===== config.mk =====
export PLATFORM = sky130hd
export DESIGN_NAME = system_clock_mode_control
export DESIGN_NICKNAME = d
export VERILOG_FILES = /design/src/rtl/clk_mode_pkg.sv /design/src/rtl/system_clock_mode_control.sv
export SDC_FILE = /design/constraint.sdc
export NUM_CORES = 1
export LEC_CHECK = 0
export BUFFER_PORTS_ARGS = -buffer_cell sky130_fd_sc_hd__buf_4
export CAP_MARGIN = 20
export CORE_MARGIN = 5
export CORE_UTILIZATION = 48
export CTS_CLUSTER_SIZE = 30
export DETAILED_ROUTE_END_ITERATION = 10
export PLACE_DENSITY = 0.76
export SYNTH_ARGS = -nofsm -noshare
export SYNTH_HDL_FRONTEND = slang
export SYNTH_SLANG_ARGS = --single-unit

===== constraint.sdc =====
create_clock -name pclk -period 2.1 [get_ports pclk]
set_clock_uncertainty 0.05 [all_clocks]
set_input_delay 0.42 -clock pclk [delete_from_list [all_inputs] [get_ports pclk]]
set_output_delay 0.42 -clock pclk [all_outputs]
set_load 0.02 [all_outputs]

===== src/rtl/clk_mode_pkg.sv =====
// Purpose: Shared constants and types for the system clock mode control
// Assumes: One register word on APB, oscillators seen as toggling inputs
// Notes: Ready thresholds are counted in oscillator cycles, not pclk
package clk_mode_pkg;

    // ==========================================================
    // Register map and field layout
    // ==========================================================
    localparam logic [7:0] SMC_OFFSET = 8'h00;
    localparam logic [7:0] SMC_RESET = 8'h03;
    localparam int SEL_BIT = 0;
    localparam int IDLE_BIT = 1;
    localparam int HRDY_BIT = 2;
    localparam int LRDY_BIT = 3;
    localparam int FAST_BIT = 4;
    localparam int DIV_LSB = 5;
    localparam logic [2:0] DIV_FIRST_HIGH = 3'h2;
    localparam logic [5:0] DIV_MASK_MAX = 6'h3f;

    // ==========================================================
    // Oscillator settling counts, in oscillator cycles, and watchdog prescaler last count
    // ==========================================================
    localparam logic [10:0] CRYSTAL_STABLE_CYCLES = 11'h400;
    localparam logic [10:0] FAST_RC_STABLE_CYCLES = 11'h010;
    localparam logic [10:0] SLOW_RC_STABLE_CYCLES = 11'h002;
    localparam logic [1:0] WDT_SYS_DIV_LAST = 2'h3;

    // ==========================================================
    // Types
    // ==========================================================
    // High speed oscillator type, fixed by configuration option
    typedef enum logic [1:0] {
        HOSC_CRYSTAL,
        HOSC_EXT_RC,
        HOSC_INT_RC
    } high_osc_type_e;

    typedef enum {
        MODE_RUN,
        MODE_IDLE_CLOCK_STOPPED,
        MODE_IDLE_CLOCK_RUNNING,
        MODE_LIGHT_SLEEP,
        MODE_DEEP_SLEEP
    } power_mode_e;

    // Static configuration options
    typedef struct packed {
        high_osc_type_e high_type;
        logic low_sys_is_slow_rc;
        logic sub_is_slow_rc;
        logic tbc_is_slow_rc;
        logic wdt_from_sub;
    } osc_cfg_s;

    // Clock enable pulses handed to consumers
    typedef struct packed {
        logic cpu;
        logic system_clock;
        logic substitute_clock;
        logic time_base_clock;
        logic watchdog_clock;
    } clk_en_s;

endpackage


===== src/rtl/system_clock_mode_control.sv =====
// Purpose: Clock selection, divider and halt mode control with APB access
// Assumes: Oscillators arrive as free toggling pins sampled on pclk
// Notes: Every derived clock is a one-pclk enable pulse per source edge or per divider tick
`timescale 1ns/1ps
`default_nettype none

// Function
// - High speed source type is a fixed option: crystal, external or internal RC.
// - Low speed system clock is crystal or slow RC by option.
// - Substitute and time base clocks each pick a low oscillator by option.
// - Time base clock feeds timers; watchdog uses system/4 or substitute.
// - Select bit set routes the undivided high speed clock.
// - Divider field 000/001 low speed, 010..111 high divided 64 to 2.
// - Moving to low speed clock stops the high speed oscillator.
// - In both run modes CPU and all peripheral clocks are active.
// - Deep sleep stops every clock and disables the watchdog.
// - Deep sleep needs voltage detector off; else it is not entered.
// - Light sleep keeps substitute clock, watchdog clock only when fed from substitute, stops time base.
// - Idle with system clock off stops CPU, system clock and high speed oscillator.
// - In that idle mode watchdog clock runs only from substitute clock.
// - Idle with system clock on keeps selected oscillator for peripherals.
// - Idle enable bit picks idle or sleep on halt.
// - Fast wakeup runs from substitute clock until crystal is ready.
// - Low ready flag clears in deep sleep, rises after settling count.
// - High ready flag clears when stopped, rises after settling count.
// - High ready is set before the CPU first runs after power-on.
module system_clock_mode_control #(
    parameter int ADDR_W = 8
) (
    input wire logic pclk,
    input wire logic presetn,
    input wire logic ce,
    input wire logic psel,
    input wire logic penable,
    input wire logic pwrite,
    input wire logic [ADDR_W-1:0] paddr,
    input wire logic [31:0] pwdata,
    output logic [31:0] prdata,
    output logic pready,
    output logic pslverr,
    input wire clk_mode_pkg::osc_cfg_s osc_cfg,
    input wire logic high_osc_in,
    input wire logic low_crystal_in,
    input wire logic slow_rc_in,
    input wire logic halt_req,
    input wire logic wake_req,
    input wire logic sysclk_on_in_idle,
    input wire logic watchdog_enable,
    input wire logic low_voltage_detect_enable,
    output clk_mode_pkg::clk_en_s clk_en,
    output logic high_osc_enable,
    output logic low_osc_enable,
    output logic watchdog_disable,
    output logic cpu_halted
);

    // ==========================================================
    // Elaboration checks
    // ==========================================================
    if (ADDR_W < 8 || ADDR_W > 32) begin : g_bad_addr
        $error("ADDR_W must lie between 8 and 32");
    end

    // ==========================================================
    // Decoding helpers
    // ==========================================================
    // Selection {select bit, divider field} names the low clock
    function automatic logic sel_is_low(input logic [3:0] sel);
        return !sel[3] && (sel[2:1] == 2'b00);
    endfunction

    // Mask of divider counter bits that must be all ones for a tick
    function automatic logic [5:0] sel_mask(input logic [3:0] sel);
        logic [2:0] sh;
        sh = sel[2:0] - clk_mode_pkg::DIV_FIRST_HIGH;
        return sel[3] ? 6'h00 : (clk_mode_pkg::DIV_MASK_MAX >> sh);
    endfunction

    // ==========================================================
    // Oscillator pin synchronisers and edge ticks
    // ==========================================================
    logic [2:0] osc_pin;
    logic [2:0] osc_tick;
    assign osc_pin = {slow_rc_in, low_crystal_in, high_osc_in};

    for (genvar i = 0; i < 3; i++) begin : g_osc
        logic meta_q;
        logic sync_q;
        logic last_q;
        // Two stages, then a third for the rising edge
        always_ff @(posedge pclk or negedge presetn) begin
            if (!presetn) begin
                meta_q <= 1'b0;
                sync_q <= 1'b0;
                last_q <= 1'b0;
            end else if (ce) begin
                meta_q <= osc_pin[i];
                sync_q <= meta_q;
                last_q <= sync_q;
            end
        end
        assign osc_tick[i] = sync_q && !last_q;
    end

    // Source routing by configuration option
    logic hi_tick;
    logic low_tick;
    logic sub_tick;
    logic tbc_tick;
    logic hi_is_crystal;
    assign hi_tick = osc_tick[0];
    assign hi_is_crystal = osc_cfg.high_type == clk_mode_pkg::HOSC_CRYSTAL;
    assign low_tick = osc_cfg.low_sys_is_slow_rc ? osc_tick[2]
                                                 : osc_tick[1];
    assign sub_tick = osc_cfg.sub_is_slow_rc ? osc_tick[2]
                                             : osc_tick[1];
    assign tbc_tick = osc_cfg.tbc_is_slow_rc ? osc_tick[2]
                                             : osc_tick[1];

    // ==========================================================
    // Control register and APB slave
    // ==========================================================
    logic [3:0] req_sel_q;
    logic idle_on_halt_enable_q;
    logic fast_wakeup_enable_q;
    logic high_osc_ready_q;
    logic low_osc_ready_q;
    logic [7:0] smc_rd;
    logic addr_hit;
    logic setup_ph;
    logic wr_acc;
    assign addr_hit = paddr == ADDR_W'(clk_mode_pkg::SMC_OFFSET);
    assign setup_ph = psel && !penable;
    assign wr_acc = psel && penable && pready && pwrite && addr_hit;
    assign smc_rd = {req_sel_q[2:0], fast_wakeup_enable_q, low_osc_ready_q,
                     high_osc_ready_q, idle_on_halt_enable_q, req_sel_q[3]};

    // Zero wait: answer prepared in the setup cycle
    always_ff @(posedge pclk or negedge presetn) begin
        if (!presetn) begin
            pready <= 1'b0;
            pslverr <= 1'b0;
            prdata <= 32'h0;
        end else if (ce) begin
            pready <= setup_ph;
            pslverr <= setup_ph && !addr_hit;
            prdata <= (setup_ph && addr_hit && !pwrite) ? {24'h0, smc_rd}
                                                        : 32'h0;
        end
    end

    // Writable fields; ready flags are read only
    always_ff @(posedge pclk or negedge presetn) begin
        if (!presetn) begin
            req_sel_q <= {clk_mode_pkg::SMC_RESET[clk_mode_pkg::SEL_BIT],
                          clk_mode_pkg::SMC_RESET[7:5]};
            idle_on_halt_enable_q <=
                clk_mode_pkg::SMC_RESET[clk_mode_pkg::IDLE_BIT];
            fast_wakeup_enable_q <=
                clk_mode_pkg::SMC_RESET[clk_mode_pkg::FAST_BIT];
        end else if (ce && wr_acc) begin
            req_sel_q <= {pwdata[clk_mode_pkg::SEL_BIT],
                          pwdata[clk_mode_pkg::DIV_LSB +: 3]};
            idle_on_halt_enable_q <= pwdata[clk_mode_pkg::IDLE_BIT];
            fast_wakeup_enable_q <= pwdata[clk_mode_pkg::FAST_BIT];
        end
    end

    // ==========================================================
    // Power mode state machine
    // ==========================================================
    clk_mode_pkg::power_mode_e mode_q;
    clk_mode_pkg::power_mode_e mode_d;
    logic sleep_keeps_sub;
    logic halt_now;
    logic wake_now;
    assign sleep_keeps_sub = low_voltage_detect_enable
        || (watchdog_enable && osc_cfg.wdt_from_sub);
    assign halt_now = halt_req && mode_q == clk_mode_pkg::MODE_RUN;
    assign wake_now = wake_req && mode_q != clk_mode_pkg::MODE_RUN;

    // Halt outcome and wake return
    always_comb begin
        mode_d = mode_q;
        unique case (mode_q)
            clk_mode_pkg::MODE_RUN: begin
                if (halt_req && idle_on_halt_enable_q) begin
                    mode_d = sysclk_on_in_idle
                        ? clk_mode_pkg::MODE_IDLE_CLOCK_RUNNING
                        : clk_mode_pkg::MODE_IDLE_CLOCK_STOPPED;
                end else if (halt_req) begin
                    mode_d = sleep_keeps_sub
                        ? clk_mode_pkg::MODE_LIGHT_SLEEP
                        : clk_mode_pkg::MODE_DEEP_SLEEP;
                end
            end
            clk_mode_pkg::MODE_IDLE_CLOCK_STOPPED,
            clk_mode_pkg::MODE_IDLE_CLOCK_RUNNING,
            clk_mode_pkg::MODE_LIGHT_SLEEP,
            clk_mode_pkg::MODE_DEEP_SLEEP: begin
                if (wake_req) begin
                    mode_d = clk_mode_pkg::MODE_RUN;
                end
            end
        endcase
    end

    always_ff @(posedge pclk or negedge presetn) begin
        if (!presetn) begin
            mode_q <= clk_mode_pkg::MODE_RUN;
        end else if (ce) begin
            mode_q <= mode_d;
        end
    end

    // Mode groupings
    logic hi_stop_mode;
    logic sys_on;
    logic deep;
    assign deep = mode_q == clk_mode_pkg::MODE_DEEP_SLEEP;
    assign hi_stop_mode = mode_q == clk_mode_pkg::MODE_IDLE_CLOCK_STOPPED
        || mode_q == clk_mode_pkg::MODE_LIGHT_SLEEP || deep;
    assign sys_on = mode_q == clk_mode_pkg::MODE_RUN
        || mode_q == clk_mode_pkg::MODE_IDLE_CLOCK_RUNNING;

    // ==========================================================
    // Source switching and divider
    // ==========================================================
    logic [3:0] act_sel_q;
    logic [5:0] div_cnt_q;
    logic [5:0] act_mask;
    logic act_low;
    logic raw_tick;
    logic raw_ready;
    logic take_sel;
    assign act_low = sel_is_low(act_sel_q);
    assign act_mask = sel_mask(act_sel_q);
    assign raw_tick = act_low ? low_tick
        : hi_tick && ((div_cnt_q & act_mask) == act_mask);
    assign raw_ready = act_low ? low_osc_ready_q : high_osc_ready_q;
    // Switch only on the old source's tick or while it is silent
    assign take_sel = act_sel_q != req_sel_q
        && (raw_tick || !raw_ready);

    always_ff @(posedge pclk or negedge presetn) begin
        if (!presetn) begin
            act_sel_q <= {clk_mode_pkg::SMC_RESET[clk_mode_pkg::SEL_BIT],
                          clk_mode_pkg::SMC_RESET[7:5]};
            div_cnt_q <= 6'h00;
        end else if (ce) begin
            if (take_sel) begin
                act_sel_q <= req_sel_q;
                div_cnt_q <= 6'h00;
            end else if (hi_tick) begin
                div_cnt_q <= div_cnt_q + 6'h01;
            end
        end
    end

    // Fast wakeup: substitute clock stands in until crystal settles
    logic fast_sub_q;
    always_ff @(posedge pclk or negedge presetn) begin
        if (!presetn) begin
            fast_sub_q <= 1'b0;
        end else if (ce) begin
            if (wake_now && fast_wakeup_enable_q && hi_is_crystal && !act_low
                && !deep && mode_q != clk_mode_pkg::MODE_IDLE_CLOCK_RUNNING)
            begin
                fast_sub_q <= 1'b1;
            end else if (high_osc_ready_q || act_low) begin
                fast_sub_q <= 1'b0;
            end
        end
    end

    logic sys_tick;
    logic src_ready;
    assign sys_tick = fast_sub_q ? sub_tick : raw_tick;
    assign src_ready = fast_sub_q ? low_osc_ready_q : raw_ready;

    // ==========================================================
    // Oscillator enables and ready counters
    // ==========================================================
    logic hi_wanted;
    logic [10:0] hi_cnt_q;
    logic [10:0] lo_cnt_q;
    logic [10:0] hi_target;
    logic [10:0] lo_target;
    assign hi_wanted = !(sel_is_low(req_sel_q) && act_low);
    assign hi_target = hi_is_crystal ? clk_mode_pkg::CRYSTAL_STABLE_CYCLES
                                     : clk_mode_pkg::FAST_RC_STABLE_CYCLES;
    assign lo_target = osc_cfg.low_sys_is_slow_rc
        ? clk_mode_pkg::SLOW_RC_STABLE_CYCLES
        : clk_mode_pkg::CRYSTAL_STABLE_CYCLES;

    // Enables follow the current mode, one cycle later
    always_ff @(posedge pclk or negedge presetn) begin
        if (!presetn) begin
            high_osc_enable <= 1'b0;
            low_osc_enable <= 1'b0;
        end else if (ce) begin
            high_osc_enable <= hi_wanted && !hi_stop_mode;
            low_osc_enable <= !deep;
        end
    end

    // High ready: counts high edges while the oscillator runs
    always_ff @(posedge pclk or negedge presetn) begin
        if (!presetn) begin
            hi_cnt_q <= 11'h000;
            high_osc_ready_q <= 1'b0;
        end else if (ce) begin
            if (!high_osc_enable) begin
                hi_cnt_q <= 11'h000;
                high_osc_ready_q <= 1'b0;
            end else if (hi_tick && !high_osc_ready_q) begin
                hi_cnt_q <= hi_cnt_q + 11'h001;
                high_osc_ready_q <= hi_cnt_q == hi_target - 11'h001;
            end
        end
    end

    // Low ready: counts low edges, cleared in deep sleep
    always_ff @(posedge pclk or negedge presetn) begin
        if (!presetn) begin
            lo_cnt_q <= 11'h000;
            low_osc_ready_q <= 1'b0;
        end else if (ce) begin
            if (!low_osc_enable) begin
                lo_cnt_q <= 11'h000;
                low_osc_ready_q <= 1'b0;
            end else if (low_tick && !low_osc_ready_q) begin
                lo_cnt_q <= lo_cnt_q + 11'h001;
                low_osc_ready_q <= lo_cnt_q == lo_target - 11'h001;
            end
        end
    end

    // ==========================================================
    // Clock enable outputs
    // ==========================================================
    logic [1:0] wdt_div_q;
    logic sys_en_d;
    logic sub_en_d;
    assign sys_en_d = sys_on && src_ready && sys_tick;
    assign sub_en_d = !deep && sub_tick;

    // Watchdog prescaler on system clock pulses
    always_ff @(posedge pclk or negedge presetn) begin
        if (!presetn) begin
            wdt_div_q <= 2'h0;
        end else if (ce && sys_en_d) begin
            wdt_div_q <= wdt_div_q + 2'h1;
        end
    end

    // CPU waits for its source, so it never runs before ready
    always_ff @(posedge pclk or negedge presetn) begin
        if (!presetn) begin
            clk_en <= '0;
            watchdog_disable <= 1'b0;
            cpu_halted <= 1'b0;
        end else if (ce) begin
            clk_en.cpu <= mode_q == clk_mode_pkg::MODE_RUN
                && src_ready && sys_tick;
            clk_en.system_clock <= sys_en_d;
            clk_en.substitute_clock <= sub_en_d;
            clk_en.time_base_clock <= tbc_tick && !deep
                && mode_q != clk_mode_pkg::MODE_LIGHT_SLEEP;
            clk_en.watchdog_clock <= !deep && (osc_cfg.wdt_from_sub
                ? sub_en_d
                : sys_en_d && wdt_div_q == clk_mode_pkg::WDT_SYS_DIV_LAST);
            watchdog_disable <= deep;
            cpu_halted <= mode_q != clk_mode_pkg::MODE_RUN;
        end
    end

    // ==========================================================
    // Checks
    // ==========================================================
    property p_hi_off_in_slow;
        @(posedge pclk) disable iff (!presetn)
        ce && act_low && sel_is_low(req_sel_q) |=> !high_osc_enable;
    endproperty
    a_hi_off_in_slow: assert property (p_hi_off_in_slow)
        else $error("High oscillator left on in slow mode");

    property p_deep_all_off;
        @(posedge pclk) disable iff (!presetn)
        ce && deep ##1 ce && deep |=> clk_en == '0 && watchdog_disable;
    endproperty
    a_deep_all_off: assert property (p_deep_all_off)
        else $error("Clock running in deep sleep");

    property p_lvd_blocks_deep;
        @(posedge pclk) disable iff (!presetn)
        ce && halt_now && !idle_on_halt_enable_q && low_voltage_detect_enable
        |=> mode_q == clk_mode_pkg::MODE_LIGHT_SLEEP;
    endproperty
    a_lvd_blocks_deep: assert property (p_lvd_blocks_deep)
        else $error("Deep sleep entered with voltage detector on");

    property p_light_no_tbc;
        @(posedge pclk) disable iff (!presetn)
        ce && mode_q == clk_mode_pkg::MODE_LIGHT_SLEEP
        |=> !clk_en.time_base_clock && !clk_en.cpu;
    endproperty
    a_light_no_tbc: assert property (p_light_no_tbc)
        else $error("Time base running in light sleep");

    property p_idle_stop_entry;
        @(posedge pclk) disable iff (!presetn)
        ce && halt_now && idle_on_halt_enable_q && !sysclk_on_in_idle
        |=> mode_q == clk_mode_pkg::MODE_IDLE_CLOCK_STOPPED
            ##1 !high_osc_enable;
    endproperty
    a_idle_stop_entry: assert property (p_idle_stop_entry)
        else $error("Idle with stopped clock not entered");

    property p_idle_stop_wdt;
        @(posedge pclk) disable iff (!presetn)
        ce && mode_q == clk_mode_pkg::MODE_IDLE_CLOCK_STOPPED
        && !osc_cfg.wdt_from_sub |=> !clk_en.watchdog_clock;
    endproperty
    a_idle_stop_wdt: assert property (p_idle_stop_wdt)
        else $error("Watchdog clock from system clock in stopped idle");

    property p_sleep_on_halt;
        @(posedge pclk) disable iff (!presetn)
        ce && halt_now && !idle_on_halt_enable_q
        |=> mode_q inside {clk_mode_pkg::MODE_LIGHT_SLEEP,
                           clk_mode_pkg::MODE_DEEP_SLEEP};
    endproperty
    a_sleep_on_halt: assert property (p_sleep_on_halt)
        else $error("Halt with idle disabled did not sleep");

    property p_low_ready_deep;
        @(posedge pclk) disable iff (!presetn)
        ce && deep ##1 ce |=> !low_osc_ready_q;
    endproperty
    a_low_ready_deep: assert property (p_low_ready_deep)
        else $error("Low ready set in deep sleep");

    property p_hi_ready_stop;
        @(posedge pclk) disable iff (!presetn)
        ce && hi_stop_mode ##1 ce |=> !high_osc_ready_q;
    endproperty
    a_hi_ready_stop: assert property (p_hi_ready_stop)
        else $error("High ready set while oscillator stopped");

    property p_cpu_only_run;
        @(posedge pclk) disable iff (!presetn)
        clk_en.cpu |-> $past(mode_q == clk_mode_pkg::MODE_RUN)
            && $past(src_ready);
    endproperty
    a_cpu_only_run: assert property (p_cpu_only_run)
        else $error("CPU clocked outside run or before ready");

endmodule

`default_nettype wire


==> results by stage <==
Power:
- The power density over the cells is 806 nW/um^2.
- The internal power summed over all cells is 2.52 mW.
- In this run, flip-flops and latches consume 47.4% of the power.
- The maximum VDD drop is 0.490 mV.
- The switching power share of the total is 34.3%.
- The leakage power total is 2.21 nW.
- The power share of the clock group is 26.7%.
- Summed over all nets, the switching power comes to 1.32 mW.
- The power share of the combinational group is 25.8%.
- The design draws 3.84 mW.

STA:
- Setup repair after global routing could not meet its margin everywhere.
- The least setup slack across all paths after layout is 0.103 ns.
- The total setup violations reported at the end of the flow is 0.
- The final critical delay including setup and external delays is 2.00 ns.
- The final-report hold violation count was 0.
- In the finished design, the share of the clock period the worst path needs comes to 95.1%.
- The hold slack is 0.241 ns.
- The top achievable clock speed is 501 MHz.
- For the final routed database, the setup TNS stands at 0 ns.
- The final-report max-slew violation count is 0.

Placed design:
- The detailed-placement wirelength estimate is 6.66 mm.
- Prior to clock tree synthesis, the placed netlist has a worst setup slack of -0.0511 ns.
- The placed instance area is 4530 um^2.
- Input and output buffers added on the ports amount to 52.
- Including well taps, the total number of placed cells is 561.
- The congestion estimate from routability-driven global placement came to 0.839.

Finish:
- After the last flow step, the layout net total stands at 535.
- The post-layout instance area is 4760 um^2.
- Compared with the post-synthesis result, the final layout area differs by 20.2%.
- After the flow finishes, the layout carries non-filler instances totaling 578.
- Cells with a size suffix above 1 make up 26.6% of the layout.
- The fraction of the core area covered by cells at the end of the flow is 58.6%.
- The number of antenna cells inserted is 0.

Critical path:
- The register-to-register setup slack is 0.10 ns.
- The maximum fanout count along the critical path is 5.
- Data arrives at the worst endpoint at 2.18 ns.
- The required time at the worst-slack endpoint is 2.29 ns.
- The capturing element type of the critical path is a flop.
- The worst setup path is launched from a flop.
- The worst setup path is of the reg -> reg kind.

Synthesis:
- Sorting the synthesized cells by area gives the leading types as dfrtp_1 (45%), buf_4 (4.5%), mux2_2 (4.3%).
- The area of the mapped netlist is 3960 um^2.
- The Yosys step of the flow raised 0 warnings.
- The area share of the largest cell type after synthesis is 44.8%.
- The count of flip-flops with a built-in enable after synthesis is 0.
- The count of state elements after synthesis is 74.
- The library cell with the largest summed area after synthesis is dfrtp_1.
- The cell count after synthesis came out at 393.
- The async set-reset flop share out of synthesis is 100%.
- After synthesis, the most frequently instantiated cells are dfrtp_1 (71), nand2_1 (33), nor2_1 (27).
- The mean post-synth cell area is 10.1 um^2.
- The most instantiated flip-flop cell in the synthesis netlist is dfrtp_1.
- Yosys mapped the design onto 65 distinct sky130hd cell types.
- The sequential-to-total area share from yosys stat is 46.8%.
- Among all cell types in the netlist, the one instantiated most often is dfrtp_1.

Detailed routing:
- The count of vias placed by the detailed router is 3171.
- The first TritonRoute pass finished after 4 iterations.
- The first routing iteration left 219 violations.
- The post-detailed-route count of antenna-violating nets is 0.
- The post-detailed-routing wire length is 8.91 mm.
- The post-detailed-route DRC marker count is 0.
- The vias per cell is 5.49.
- The wire length per cell after detailed routing is 15.4 um.

Global route:
- The aggregate global-route resource usage is 18.0%.
- The first-pass GRT wire length is 14.5 mm.
- The via count of the first global-routing pass is 3071.
- Entering global routing, the biggest net connects 43 pins.
- The final global-route overflow total is 0.
- The initial antenna violation count is 0.

Floorplan:
- The I/O pin count is 103.
- The die is 101 um wide.
- In this run the vertical extent of the chip is 101 um.
- The initial core utilization is 48.7%.
- The floorplan core area is 8130 um^2.
- The number of rows created at floorplan is 33.
- The die area is 10200 um^2.

CTS:
- The H-tree was split into 3 levels.
- Once the clock tree was built, the setup fixing pass inserted 0 buffers.
- The root buffer cell is clkbuf_8.
- The number of buffers between clock root and the deepest sink is 2.
- Clock-pin slew was measured on the worst setup and hold paths at 0.08 ns.
- Counting every sink on the clock net gives 74.
- TritonCTS built the clock tree.
- The source-to-sink clock delay at the later pin of the worst-skew pair is 0.35 ns.
- The CTS buffer count is 9.

Status:
- The flow ran to the end, and the final reports show no timing, DRC or antenna violations.

Worst hold path:
- The path type of the worst min-delay path is in -> reg.

Job:
- The number of max-cap violations is 0.
[critical path, cell delays in order (launching register included)]
cell	delay (ns)
dfrtp_1	0.39
inv_2	0.06
ha_1	0.22
nor2b_4	0.15
a21boi_1	0.14
a21o_1	0.17
o31a_1	0.28
buf_6	0.14
mux2_4	0.29
[power groups by stage]
stage	sequential, mW	combinational, mW	clock (mW)
global placement	1.84	0.947	0
floorplan	1.83	0.628	0
finish	1.82	0.992	1.03
CTS	1.82	0.985	1.06
global route	1.85	1.10	1.12
detailed placement	1.85	0.979	0
[cell type report]
class,instances,area (um^2)
fill,697,3370
multi-input combinational,291,1940
sequential,74,1860
timing repair buffer,77,597
clock buffer,12,155
tap,105,131
inverter,15,56.3
clock inverter,4,27.5
[cells by family after synthesis]
| family | Yosys count | synth area share [%] |
|---|---|---|
| AND/OR/NAND/NOR | 135 | 18.1 |
| multiplexers | 21 | 6.28 |
| other | 1 | 0.0946 |
| buffers and inverters | 51 | 7.35 |
| XOR/XNOR | 18 | 3.98 |
| adder cells (fa/ha/maj) | 7 | 2.21 |
| AO/OA/AOI/OAI | 86 | 15.2 |
| flip-flops | 74 | 46.8 |
[flip-flops by register name, indices dropped and copies added, names as in the netlist, 2 cells and up]
register      cells
div_cnt_q         6
act_sel_q         4
wdt_div_q         2
req_sel_q         4
lo_cnt_q         11
hi_cnt_q         11
g_osc.sync_q      3
prdata            8
g_osc.meta_q      3
clk_en            5
mode_q            3
g_osc.last_q      3
[cell usage in the layout (no fill, tap or decap), types with 10 or more instances in the layout]
cell and n:
conb_1 24, clkbuf_8 11, inv_1 13, nor2_1 27, dfrtp_1 71, a21oi_1 16, buf_4 74, mux2_2 15
nand2_1 33, nand3_1 15, o21ai_0 23, xnor2_1 10
[per-layer routing]
layer,global-route usage [%],vias to the layer above,routed length (um)
met5,0,-,0
met4,5.91,0,128
met3,4.50,13,451
met2,29.1,79,4440
met1,23.8,1551,3890
li1,-,1528,-
[final timing paths]
path                       cells after the start                           to                     start
max                                            8     act_sel_q[2]$_DFFE_PN0P_  act_sel_q[1]$_DFFE_PN0P_
min                                            2  g_osc[2].meta_q$_DFFE_PN0P_                slow_rc_in
max reg2reg                                    8     act_sel_q[2]$_DFFE_PN0P_  act_sel_q[1]$_DFFE_PN0P_
min reg2reg                                    1          pslverr$_DFFE_PN0P_       pslverr$_DFFE_PN0P_
max in group asynchronous                      3     act_sel_q[3]$_DFFE_PN1P_                   presetn
min in group asynchronous                      2      lo_cnt_q[0]$_DFFE_PN0P_                   presetn
[timing repair]
item / 4_1_cts / 5_1_grt
gates resized for setup: 1 / 10
pin swaps: 0 / 3
hold buffers: 1 / 0
hold endpoints to repair: 30 / 0
endpoints found under the setup margin: 6 / 12
No activity file was read; power rests on OpenSTA's default activity.
